`config.mk`:
```
export PLATFORM = sky130hd
export DESIGN_NAME = vih_handler
export DESIGN_NICKNAME = d
export VERILOG_FILES = /design/src/vih_pkg.sv /design/src/vih_handler.sv
export VERILOG_INCLUDE_DIRS = /design/src /design/src/src
export SDC_FILE = /design/constraint.sdc
export NUM_CORES = 1
export LEC_CHECK = 0
export ABC_AREA = 1
export BUFFER_PORTS_ARGS = -buffer_cell sky130_fd_sc_hd__buf_2
export CORE_ASPECT_RATIO = 1.75
export CORE_MARGIN = 1
export CORE_UTILIZATION = 36
export CTS_CLUSTER_DIAMETER = 120
export DETAILED_ROUTE_END_ITERATION = 8
export SYNTH_ARGS = -nofsm -noshare
export SYNTH_HDL_FRONTEND = slang
export SYNTH_SLANG_ARGS = --single-unit
```
`constraint.sdc`:
```
create_clock -name pclk -period 6.1 [get_ports pclk]
set_input_delay 0.61 -clock pclk [delete_from_list [all_inputs] [get_ports pclk]]
set_output_delay 0.61 -clock pclk [all_outputs]
set_load 0.02 [all_outputs]
```
`src/vih_params.svh`:
```
`ifndef VIH_PARAMS_SVH
`define VIH_PARAMS_SVH
// source count and address width
`define VIH_NSRC      22
`define VIH_AW        8
// register byte addresses
`define VIH_A_SRCEN   8'h00
`define VIH_A_EXTEN1  8'h04
`define VIH_A_EXTEN2  8'h08
`define VIH_A_PRI0    8'h0c
`define VIH_A_PRI1    8'h10
`define VIH_A_PRI2    8'h14
`define VIH_A_TCTL    8'h18
`define VIH_A_PORT3_IRQ_FLAG_REG    8'h1c
`define VIH_A_PEND    8'h20
`define VIH_A_SER     8'h24
`define VIH_A_STAT    8'h28
// field positions
`define VIH_GEN_BIT   7
`define VIH_TC_IT0    0
`define VIH_TC_IE0    1
`define VIH_TC_IT1    2
`define VIH_TC_IE1    3
`define VIH_TC_TF0    5
`define VIH_TC_TF1    7
`define VIH_P3_POL6   2
`define VIH_P3_POL7   3
`define VIH_P3_IE6    5
`define VIH_P3_IE7    6
// source order indices
`define VIH_SRC_X0    0
`define VIH_SRC_T0    1
`define VIH_SRC_X1    2
`define VIH_SRC_T1    3
`define VIH_SRC_S0    4
`define VIH_SRC_X6    18
`define VIH_SRC_X7    19
`define VIH_SRC_S1    20
// vectors
`define VIH_VEC_RESET 16'h0000
`define VIH_VEC_BASE  16'h0003
`define VIH_VEC_SHIFT 3
`endif

```
`src/vih_pkg.sv`:
```
`include "vih_params.svh"
package vih_pkg;
    // whole handler state, registered in one place
    typedef struct packed {
        logic [7:0]           srcen;    // source_enable_reg
        logic [7:0]           exten1;   // ext_enable_reg_1
        logic [7:0]           exten2;   // ext_enable_reg_2
        logic [7:0]           pri0;     // priority_select_reg
        logic [7:0]           pri1;
        logic [7:0]           pri2;
        logic [7:0]           tctl;     // timer_control_reg, non-flag bits
        logic [7:0]           port3_irq_flag_reg;     // port3_irq_flag_reg, non-flag bits
        logic [`VIH_NSRC-1:0] pend;     // one pending flag per source
        logic [3:0]           ser;      // rx0, tx0, rx1, tx1
        logic [3:0]           sync1;    // pin synchroniser, first stage
        logic [3:0]           sync2;    // second stage
        logic [3:0]           prev;     // previous level for edge detect
        logic                 act_lo;   // low-level routine running
        logic                 act_hi;   // high-level routine running
        logic                 hold;     // one instruction after return
        logic                 req;      // request to core
        logic                 req_hi;   // winner is high level
        logic [4:0]           idx;      // winner order index
        logic [15:0]          vec;      // winner vector address
        logic [31:0]          rdata;
        logic                 ready;
        logic                 err;
    } vih_state_s;
endpackage

```
`src/vih_handler.sv`:
```
// Overview of operation
// - twenty-two sources, each low or high priority
// - events set pending flags even when disabled
// - enabled pending flag raises request, core calls vector
// - return resumes at the interrupted next instruction
// - disabled pending flags raise no request
// - global enable bit gates all source enables
// - per-source enable and priority bits, clear is low
// - only edge pins and timers cleared on vectoring (code clears timers and edge-mode pins zero/one; pins six/seven stay set)
// - flag left set re-enters after one instruction
// - software writing one acts as real event
// - pins zero/one active low, level or edge
// - pins zero/one flags in timer control bits
// - edge mode latches fall, cleared on vectoring
// - level mode flag mirrors the pin
// - pins six/seven edge detected, polarity selectable
// - reset vector zero; sources three plus eight each
// - high preempts low; level then fixed order
// - decode every clock; detect within one clock
// - equal or higher routine blocks until return plus one
//
// Decided for this implementation: the placing of the registers and register access over APB.
`timescale 1ns/100ps
`default_nettype none
`include "vih_params.svh"
module vih_handler
    import vih_pkg::*;
(
    input  wire logic                 pclk,
    input  wire logic                 presetn,
    input  wire logic                 psel,
    input  wire logic                 penable,
    input  wire logic                 pwrite,
    input  wire logic [`VIH_AW-1:0]   paddr,
    input  wire logic [31:0]          pwdata,
    output logic      [31:0]          prdata,
    output logic                      pready,
    output logic                      pslverr,
    input  wire logic                 ext_request_in_0_n, // active-low pin
    input  wire logic                 ext_request_in_1_n, // active-low pin
    input  wire logic                 ext_request_in_6,   // polarity from config
    input  wire logic                 ext_request_in_7,
    input  wire logic [`VIH_NSRC-1:0] periph_event,       // one-cycle set pulses
    input  wire logic [3:0]           serial_event,       // rx0, tx0, rx1, tx1
    input  wire logic                 core_irq_ack,       // core starts long_call
    input  wire logic                 core_return_from_interrupt_done,     // return completed
    input  wire logic                 core_instr_done,    // instruction completed
    output logic                      irq_req,
    output logic                      irq_req_high,
    output logic      [4:0]           irq_index,
    output logic      [15:0]          irq_vector
);

    vih_state_s r_q;                    // registered state
    vih_state_s r_d;                    // next state

    logic [`VIH_NSRC-1:0] en_all;       // effective enables
    logic [`VIH_NSRC-1:0] pri_all;      // per-source level
    logic [`VIH_NSRC-1:0] raw;          // pending incl. serial flags
    logic [`VIH_NSRC-1:0] hi_live;
    logic [`VIH_NSRC-1:0] lo_live;
    logic [3:0]           fall;         // falling edges of synced pins
    logic [3:0]           rise;         // rising edges of synced pins
    logic                 setup;        // apb setup cycle
    logic                 wr;           // write takes effect now
    logic                 allow_hi;
    logic                 allow_lo;
    logic [4:0]           win;
    logic                 win_hi;
    logic                 any;

    // all next-state logic in one process
    always_comb begin
        r_d      = r_q;
        setup    = psel & ~penable;
        wr       = psel & penable & r_q.ready & pwrite & ~r_q.err;

        // pins cross into pclk; edges look at stage two and later only
        r_d.sync1 = {ext_request_in_7, ext_request_in_6,
                     ext_request_in_1_n, ext_request_in_0_n};
        r_d.sync2 = r_q.sync1;
        r_d.prev  = r_q.sync2;
        fall      = r_q.prev & ~r_q.sync2;
        rise      = ~r_q.prev & r_q.sync2;

        // enables and priority spread over three byte registers
        en_all  = r_q.srcen[`VIH_GEN_BIT] ?
                  {r_q.exten2, r_q.exten1, r_q.srcen[5:0]} : '0;
        pri_all = {r_q.pri2, r_q.pri1, r_q.pri0[5:0]};

        // serial sources own two flags each
        raw = r_q.pend;
        raw[`VIH_SRC_S0] = r_q.pend[`VIH_SRC_S0] | (|r_q.ser[1:0]);
        raw[`VIH_SRC_S1] = r_q.pend[`VIH_SRC_S1] | (|r_q.ser[3:2]);

        // disabled flags simply drop out here
        hi_live = raw & en_all & pri_all;
        lo_live = raw & en_all & ~pri_all;

        // lowest order index wins inside a level, high level first
        win    = '0;
        win_hi = |hi_live;
        any    = (|hi_live) | (|lo_live);
        for (int i = `VIH_NSRC - 1; i >= 0; i--) begin
            if (win_hi ? hi_live[i] : lo_live[i]) begin
                win = 5'(i);
            end
        end

        // nesting: a running high routine blocks all, low blocks low
        allow_hi = ~r_q.act_hi & ~r_q.hold;
        allow_lo = ~r_q.act_hi & ~r_q.act_lo & ~r_q.hold;

        // apb: answer prepared in setup, shown in first access cycle
        r_d.ready = setup;
        r_d.err   = 1'b0;
        r_d.rdata = '0;
        if (setup && !pwrite) begin
            case (paddr)
                `VIH_A_SRCEN:  r_d.rdata[7:0] = r_q.srcen;
                `VIH_A_EXTEN1: r_d.rdata[7:0] = r_q.exten1;
                `VIH_A_EXTEN2: r_d.rdata[7:0] = r_q.exten2;
                `VIH_A_PRI0:   r_d.rdata[7:0] = r_q.pri0;
                `VIH_A_PRI1:   r_d.rdata[7:0] = r_q.pri1;
                `VIH_A_PRI2:   r_d.rdata[7:0] = r_q.pri2;
                `VIH_A_TCTL: begin
                    r_d.rdata[7:0]         = r_q.tctl;
                    r_d.rdata[`VIH_TC_IE0] = r_q.pend[`VIH_SRC_X0];
                    r_d.rdata[`VIH_TC_IE1] = r_q.pend[`VIH_SRC_X1];
                    r_d.rdata[`VIH_TC_TF0] = r_q.pend[`VIH_SRC_T0];
                    r_d.rdata[`VIH_TC_TF1] = r_q.pend[`VIH_SRC_T1];
                end
                `VIH_A_PORT3_IRQ_FLAG_REG: begin
                    r_d.rdata[7:0]         = r_q.port3_irq_flag_reg;
                    r_d.rdata[`VIH_P3_IE6] = r_q.pend[`VIH_SRC_X6];
                    r_d.rdata[`VIH_P3_IE7] = r_q.pend[`VIH_SRC_X7];
                end
                `VIH_A_PEND:   r_d.rdata[`VIH_NSRC-1:0] = raw;
                `VIH_A_SER:    r_d.rdata[3:0] = r_q.ser;
                `VIH_A_STAT:   r_d.rdata[9:0] = {r_q.act_hi, r_q.act_lo, r_q.hold,
                                                 r_q.req, r_q.req_hi, r_q.idx};
                default:       r_d.err = 1'b1;   // unmapped read
            endcase
        end else if (setup) begin
            case (paddr)
                `VIH_A_SRCEN, `VIH_A_EXTEN1, `VIH_A_EXTEN2, `VIH_A_PRI0,
                `VIH_A_PRI1, `VIH_A_PRI2, `VIH_A_TCTL, `VIH_A_PORT3_IRQ_FLAG_REG,
                `VIH_A_PEND, `VIH_A_SER: r_d.err = 1'b0;
                default:                 r_d.err = 1'b1; // status is read-only
            endcase
        end

        // software writes; a one on a flag acts like a real event
        if (wr) begin
            case (paddr)
                `VIH_A_SRCEN:  r_d.srcen  = pwdata[7:0];
                `VIH_A_EXTEN1: r_d.exten1 = pwdata[7:0];
                `VIH_A_EXTEN2: r_d.exten2 = pwdata[7:0];
                `VIH_A_PRI0:   r_d.pri0   = pwdata[7:0];
                `VIH_A_PRI1:   r_d.pri1   = pwdata[7:0];
                `VIH_A_PRI2:   r_d.pri2   = pwdata[7:0];
                `VIH_A_TCTL: begin
                    r_d.tctl = pwdata[7:0];
                    r_d.pend[`VIH_SRC_X0] = pwdata[`VIH_TC_IE0];
                    r_d.pend[`VIH_SRC_X1] = pwdata[`VIH_TC_IE1];
                    r_d.pend[`VIH_SRC_T0] = pwdata[`VIH_TC_TF0];
                    r_d.pend[`VIH_SRC_T1] = pwdata[`VIH_TC_TF1];
                end
                `VIH_A_PORT3_IRQ_FLAG_REG: begin
                    r_d.port3_irq_flag_reg = pwdata[7:0];
                    r_d.pend[`VIH_SRC_X6] = pwdata[`VIH_P3_IE6];
                    r_d.pend[`VIH_SRC_X7] = pwdata[`VIH_P3_IE7];
                end
                `VIH_A_PEND:   r_d.pend = pwdata[`VIH_NSRC-1:0];
                `VIH_A_SER:    r_d.ser  = pwdata[3:0];
                default:       r_d.pend = r_d.pend;
            endcase
        end

        // core takes the request: remember the level, clear hw flags
        if (core_irq_ack && r_q.req) begin
            r_d.req = 1'b0;
            if (r_q.req_hi) begin
                r_d.act_hi = 1'b1;
            end else begin
                r_d.act_lo = 1'b1;
            end
            if (r_q.idx == 5'(`VIH_SRC_T0) || r_q.idx == 5'(`VIH_SRC_T1)) begin
                r_d.pend[r_q.idx] = 1'b0;
            end
            if (r_q.idx == 5'(`VIH_SRC_X0) && r_q.tctl[`VIH_TC_IT0]) begin
                r_d.pend[`VIH_SRC_X0] = 1'b0;
            end
            if (r_q.idx == 5'(`VIH_SRC_X1) && r_q.tctl[`VIH_TC_IT1]) begin
                r_d.pend[`VIH_SRC_X1] = 1'b0;
            end
        end else begin
            // decoded every clock, one clock to detect
            r_d.req    = any & (win_hi ? allow_hi : allow_lo);
            r_d.req_hi = win_hi;
            r_d.idx    = win;
            r_d.vec    = `VIH_VEC_BASE +
                         {8'h00, win, 3'b000};
        end

        // return pops the innermost level, then one instruction must run
        if (core_return_from_interrupt_done) begin
            if (r_q.act_hi) begin
                r_d.act_hi = 1'b0;
            end else begin
                r_d.act_lo = 1'b0;
            end
            r_d.hold = 1'b1;
            r_d.req  = 1'b0;
        end else if (r_q.hold && core_instr_done) begin
            r_d.hold = 1'b0;
        end

        // events last so that a set beats a clear in the same cycle
        r_d.pend = r_d.pend | periph_event;
        r_d.ser  = r_d.ser | serial_event;
        if (r_q.tctl[`VIH_TC_IT0]) begin
            r_d.pend[`VIH_SRC_X0] = r_d.pend[`VIH_SRC_X0] | fall[0];
        end else begin
            r_d.pend[`VIH_SRC_X0] = ~r_q.sync2[0];
        end
        if (r_q.tctl[`VIH_TC_IT1]) begin
            r_d.pend[`VIH_SRC_X1] = r_d.pend[`VIH_SRC_X1] | fall[1];
        end else begin
            r_d.pend[`VIH_SRC_X1] = ~r_q.sync2[1];
        end
        // pins six and seven: polarity bit set means rising edge
        r_d.pend[`VIH_SRC_X6] = r_d.pend[`VIH_SRC_X6] |
            (r_q.port3_irq_flag_reg[`VIH_P3_POL6] ? rise[2] : fall[2]);
        r_d.pend[`VIH_SRC_X7] = r_d.pend[`VIH_SRC_X7] |
            (r_q.port3_irq_flag_reg[`VIH_P3_POL7] ? rise[3] : fall[3]);
    end

    // single state register; reset takes constants only
    always_ff @(posedge pclk or negedge presetn) begin
        if (!presetn) begin
            r_q       <= '0;
            r_q.sync1 <= 4'h3;              // active-low pins idle high
            r_q.sync2 <= 4'h3;
            r_q.prev  <= 4'h3;
            r_q.vec   <= `VIH_VEC_RESET;
        end else begin
            r_q <= r_d;
        end
    end

    // outputs straight from the state register
    assign prdata       = r_q.rdata;
    assign pready       = r_q.ready;
    assign pslverr      = r_q.err;
    assign irq_req      = r_q.req;
    assign irq_req_high = r_q.req_hi;
    assign irq_index    = r_q.idx;
    assign irq_vector   = r_q.vec;

endmodule
`default_nettype wire

```
---- Yosys cells after proc, flatten, opt, wreduce, memory -nomap -nowiden ----
Index checks and enable logic that the tools add are counted.
storage, ports and cells
  output and inout port bits .............. 57
  register bits after elaboration ......... 152
cells by class
  reductions and logical operators ........ 25
  multiplexer cells ....................... 81
  equal/unequal tests ..................... 13
  magnitude comparators ................... 2
  bitwise operators ....................... 35
  $add $sub $neg .......................... 1
operator list
  cell                                                  number
  two-way mux 5 bit                                     22
  AND 22 bit                                            4
  two-way mux 22 bit                                    4
  NOT 22 bit                                            2
  case mux 4 bit (11 select lines)                      1
  OR reduction 22 bit                                   2
  two-way mux 1 bit                                     42
  case mux 4 bit (10 select lines)                      1
  equality test 8 x 5 -> 1 bit (second input constant)  4
  two-way mux 26 bit                                    1
  equality test 8 x 6 -> 1 bit (second input constant)  3
  OR 22 bit                                             1
  equality test 8 x 4 -> 1 bit (second input constant)  2
  AND reduction 2 bit                                   8
  two-way mux 14 bit                                    1
  two-way mux 12 bit                                    1
  OR reduction 11 bit                                   1
  equality test 5 x 2 -> 1 bit (second input constant)  2
  OR reduction 10 bit                                   1
  adder 2 x 8 -> 9 bit (first input constant)           1
  AND 1 bit                                             9
  AND 4 bit                                             2
  equality test 8 x 3 -> 1 bit (second input constant)  1
  logical NOT 8 bit                                     1
  other kinds (18)                                      40

---- Depth between registers and ports, before layout ----
  depth in word-level cells ............... 29
  gate-level depth with buffers ........... 32

---- Least setup slack after synthesis ----
OpenSTA, ideal clock, no wires.
  path kind ............................... input to register
  start ................................... input pwrite
  end ..................................... register r_q[76] (netlist bit)
  data required time ...................... 5975 ps
  library setup time ...................... 125 ps
  stages .................................. 11
  slack ................................... 3647 ps
  arrival ................................. 2328 ps
  cells stage by stage .................... inv_1 -> nor3_1 -> inv_1 -> nor2_1 -> inv_1 -> nand2_1 -> inv_1 -> nand2_1 -> o221ai_1 -> a21oi_1 -> o22ai_1
RTL lines
  item                    line                RTL
  start: declaration      vih_handler.sv:33   input wire logic pwrite,
  end signal: assignment  vih_handler.sv:248  r_q <= r_d;
  end: declaration        vih_handler.sv:54   vih_state_s r_q;

---- Worst setup path after layout ----
  start ................................... register r_q[161] (netlist bit)
  end ..................................... register r_q (netlist bit irq_index[0])
between the ends
  cells in the longest elaborated chain, start to end .. 27
ends and longest elaborated chain
  item                             line                                  RTL
  two-way mux 22 bit (*)           vih_handler.sv:87                     en_all = r_q.srcen[`VIH_GEN_BIT] ?
  AND 22 bit (*)                   vih_handler.sv:97, vih_handler.sv:98
  AND 22 bit                       vih_handler.sv:97                     hi_live = raw & en_all & pri_all;
  OR reduction 22 bit              vih_handler.sv:102                    win_hi = |hi_live;
  two-way mux 1 bit                vih_handler.sv:105                    if (win_hi ? hi_live[i] : lo_live[i]) begin
  two-way mux 5 bit (21 in a row)  vih_handler.sv:105
  two-way mux 5 bit (*)            vih_handler.sv:105
Every way passes the cells marked *; elsewhere a longest branch is shown, timed or not.
A chain may end at the register's enable or synchronous reset.

==> metrics.txt <==
Die Width=105 um; CP max stage delay=0.48 ns; Post-CTS Hold Buffers=0; post_cts resized=0; Post-CTS Setup Bufs=0; CTS root buf=clkbuf_16; initial antenna violation count=0; ys flop type=dfrtp_1; Worst Reg-to-Reg Cells=29; Mapped Cells=838; Bufs and invs on worst path=2; # DRC=0; Die Area=19,300 sq um; most numerous cell on the critical path=nand2_1; worst-path maximum fanout=35; core area=18,100 sq um; CP startpoint kind=register; TritonCTS clock tree=yes; Max Freq=0.283 GHz; final period demand of the worst path=3.53 ns; final non-filler cell total=1,160; endpoints failing hold=0; flop2flop setup slack=2.57 ns; Worst Max-Slew Pin Slew=1.24 ns; P_leak=3.84 nW; GR Overflow Total=0; # diodes=0; Distinct cells, synth=40; initial core utilization=0.371; Avg Inst Size Synth=8.04 sq um; buffers added on ports=105; routed vias/inst=5.28; TritonCTS buffer count=17; post-synthesis cell area=6740 sq um; Worst R2R End=irq_index[0]; RR Startpoint=r_q[161]; post-DP HPWL=17,900 um; slew margin rel.=0.169; DP Cell Count=1,128; Ys Warns=0; Worst-path clk slew=0.06 ns; Max Cap Viol=0; peak supply drop=0.000145 V; initial DRC count=426; EDFF count, synth=0; DRT Pass-1 Iters=5; io pins=135; post-layout net count=991; Tot Pwr=0.00211 W; Fin Clk Skew=0.0137 ns; routed wire length=23,500 um; Crit path required time=6.42 ns; post-synthesis register bit count=131; largest net degree at the start of global routing=69; fraction of layout cells with a size suffix above 1=0.168; worst hold path class=in -> async; Clk Latency, worst-skew pair=0.43 ns; all-layer global routing usage=0.252; status=finished, final reports clean; Clock Sink Count=131; gpl congestion=0.946; Max Buffers Root-to-Sink=2; max-slew violations=0; first-pass GRT wire length=35,000 um; pwr dens=269 nW/um^2; crit path capture type=register; num rows=65; routed len/inst=20.2 um; vias=6,128; vias in the first global route=5,919; Post-synth ARST share=1.00; fin util=0.431; Area growth, synth to finish=16.1%; Slowest-stage cell, CP=inv_1; Critical Path End=irq_index[0]; Levels on crit path=29; family with the most delay on the worst path=simple AND/OR/NAND/NOR gates; Critical Path Start=r_q[161]; Crit path arrival time=3.85 ns; kind of critical path=reg -> reg; htree depth=4; sequential cell area fraction in the yosys report=0.488; worst hold slack=0.179 ns; DRT antenna net count=0; fin crit share=0.578; die height=183 um; unrepaired setup endpoints after global routing=no; Final setup viols=0; setup tns final=0 ns
[cell usage in the layout, fill, tap and decap left out, types with 16 or more instances in the layout]
master     instances
nand3_1           24
inv_1            124
nor2_1            70
clkbuf_16         17
buf_2            104
a221oi_1          16
a21oi_1           32
nand2_1          176
o22ai_1           17
dfrtp_1          125
o21ai_0           90
conb_1            19
nor3_1            16
nand4_1           28
[Yosys cell counts, types with 2 or more instances]
cell type    n  area, sq um
a211oi_1     2         15.0
a21oi_1     32          160
a221oi_1    16          140
o22ai_1     17          106
dfrtp_1    125         3130
a211o_1      3         26.3
nor2_1      71          267
nor2_2       3         18.8
nand3_1     24          120
buf_6        4         45.0
o211ai_1     2         15.0
nand4_1     28          175
nand3b_1     2         15.0
nand4_2      2         25.0
clkbuf_1    14         52.6
nor4_1       2         12.5
inv_1      124          465
nand2_1    176          661
dfstp_2      6          158
o21ai_0     90          450
o2111ai_1    5         43.8
o221ai_1     3         26.3
nor3_1      16         80.1
o21bai_1     2         15.0
a2111oi_0    2         17.5
buf_4       53          398
[per-stage QoR]
| stage | instance area (sq um) | setup WS, ns |
|---|---|---|
| 2_1_floorplan | 6800 | 3.65 |
| 3_3_place_gp | 7170 | 2.69 |
| 3_5_place_dp | 7170 | 2.68 |
| 4_1_cts | 7820 | 2.66 |
| 5_1_grt | 7820 | 2.39 |
| 6_report | 7820 | 2.57 |
[state kept, by name (all words and copies together) (netlist names)]
signal        flops
pslverr           1
irq_vector        1
pready            1
irq_req           1
irq_req_high      1
r_q              69
prdata           22
r_d               8
irq_index         5
pri_all          22
[worst min path at each step]
stage             from      endpoint  slack [ns]  cells after the start
2_1_floorplan  presetn  irq_index[0]        0.31                      0
3_3_place_gp   r_d[66]       r_d[62]        0.34                      0
3_5_place_dp   r_d[67]       r_d[63]        0.34                      0
4_1_cts        presetn    pri_all[9]        0.20                      1
5_1_grt        presetn    prdata[18]        0.23                      1
6_report       presetn    prdata[18]        0.18                      1
[cell type report]
cell class / instances / area [sq um]
flip-flops and latches: 131 / 3290
multi-input cells: 528 / 2550
clock buffers: 17 / 425
repair buffers: 110 / 569
fillers: 1872 / 10300
clock inverters: 15 / 228
inverters: 125 / 469
well taps: 234 / 293
[worst register-to-register path: cells and delay by family (launching register included)]
family | cells | cell delay, ns
buffers and inverters | 2 | 0.74
AOI/OAI and AO/OA | 1 | 0.21
and+or+nand+nor | 26 | 2.08
DFF | 1 | 0.36
[routing by layer]
layer / track usage / vias up / routed length [um]
met3: 0.0334 / 60 / 1210
met1: 0.282 / 2946 / 8780
met4: 0.164 / 0 / 1380
met2: 0.444 / 260 / 12100
li1: - / 2862 / -
met5: 0 / - / 0
[where the power goes]
group | internal [W] | leakage (nW) | switching, W
clock | 0.000731 | 0.320 | 0.000413
combinational | 0.0000223 | 1.88 | 0.0000573
sequential | 0.000878 | 1.64 | 0.00000510
total | 0.00163 | 3.84 | 0.000476
[logic make-up (layout without fill, tap and decap cells)]
kind of cell	after synthesis	after routing	synth area share
buffers and inverters	197	267	0.144
flip-flops	131	131	0.488
other	1	19	0.000557
AO/OA/AOI/OAI	182	182	0.161
AND/OR/NAND/NOR	327	327	0.207
(Power assumes the default switching activity.)
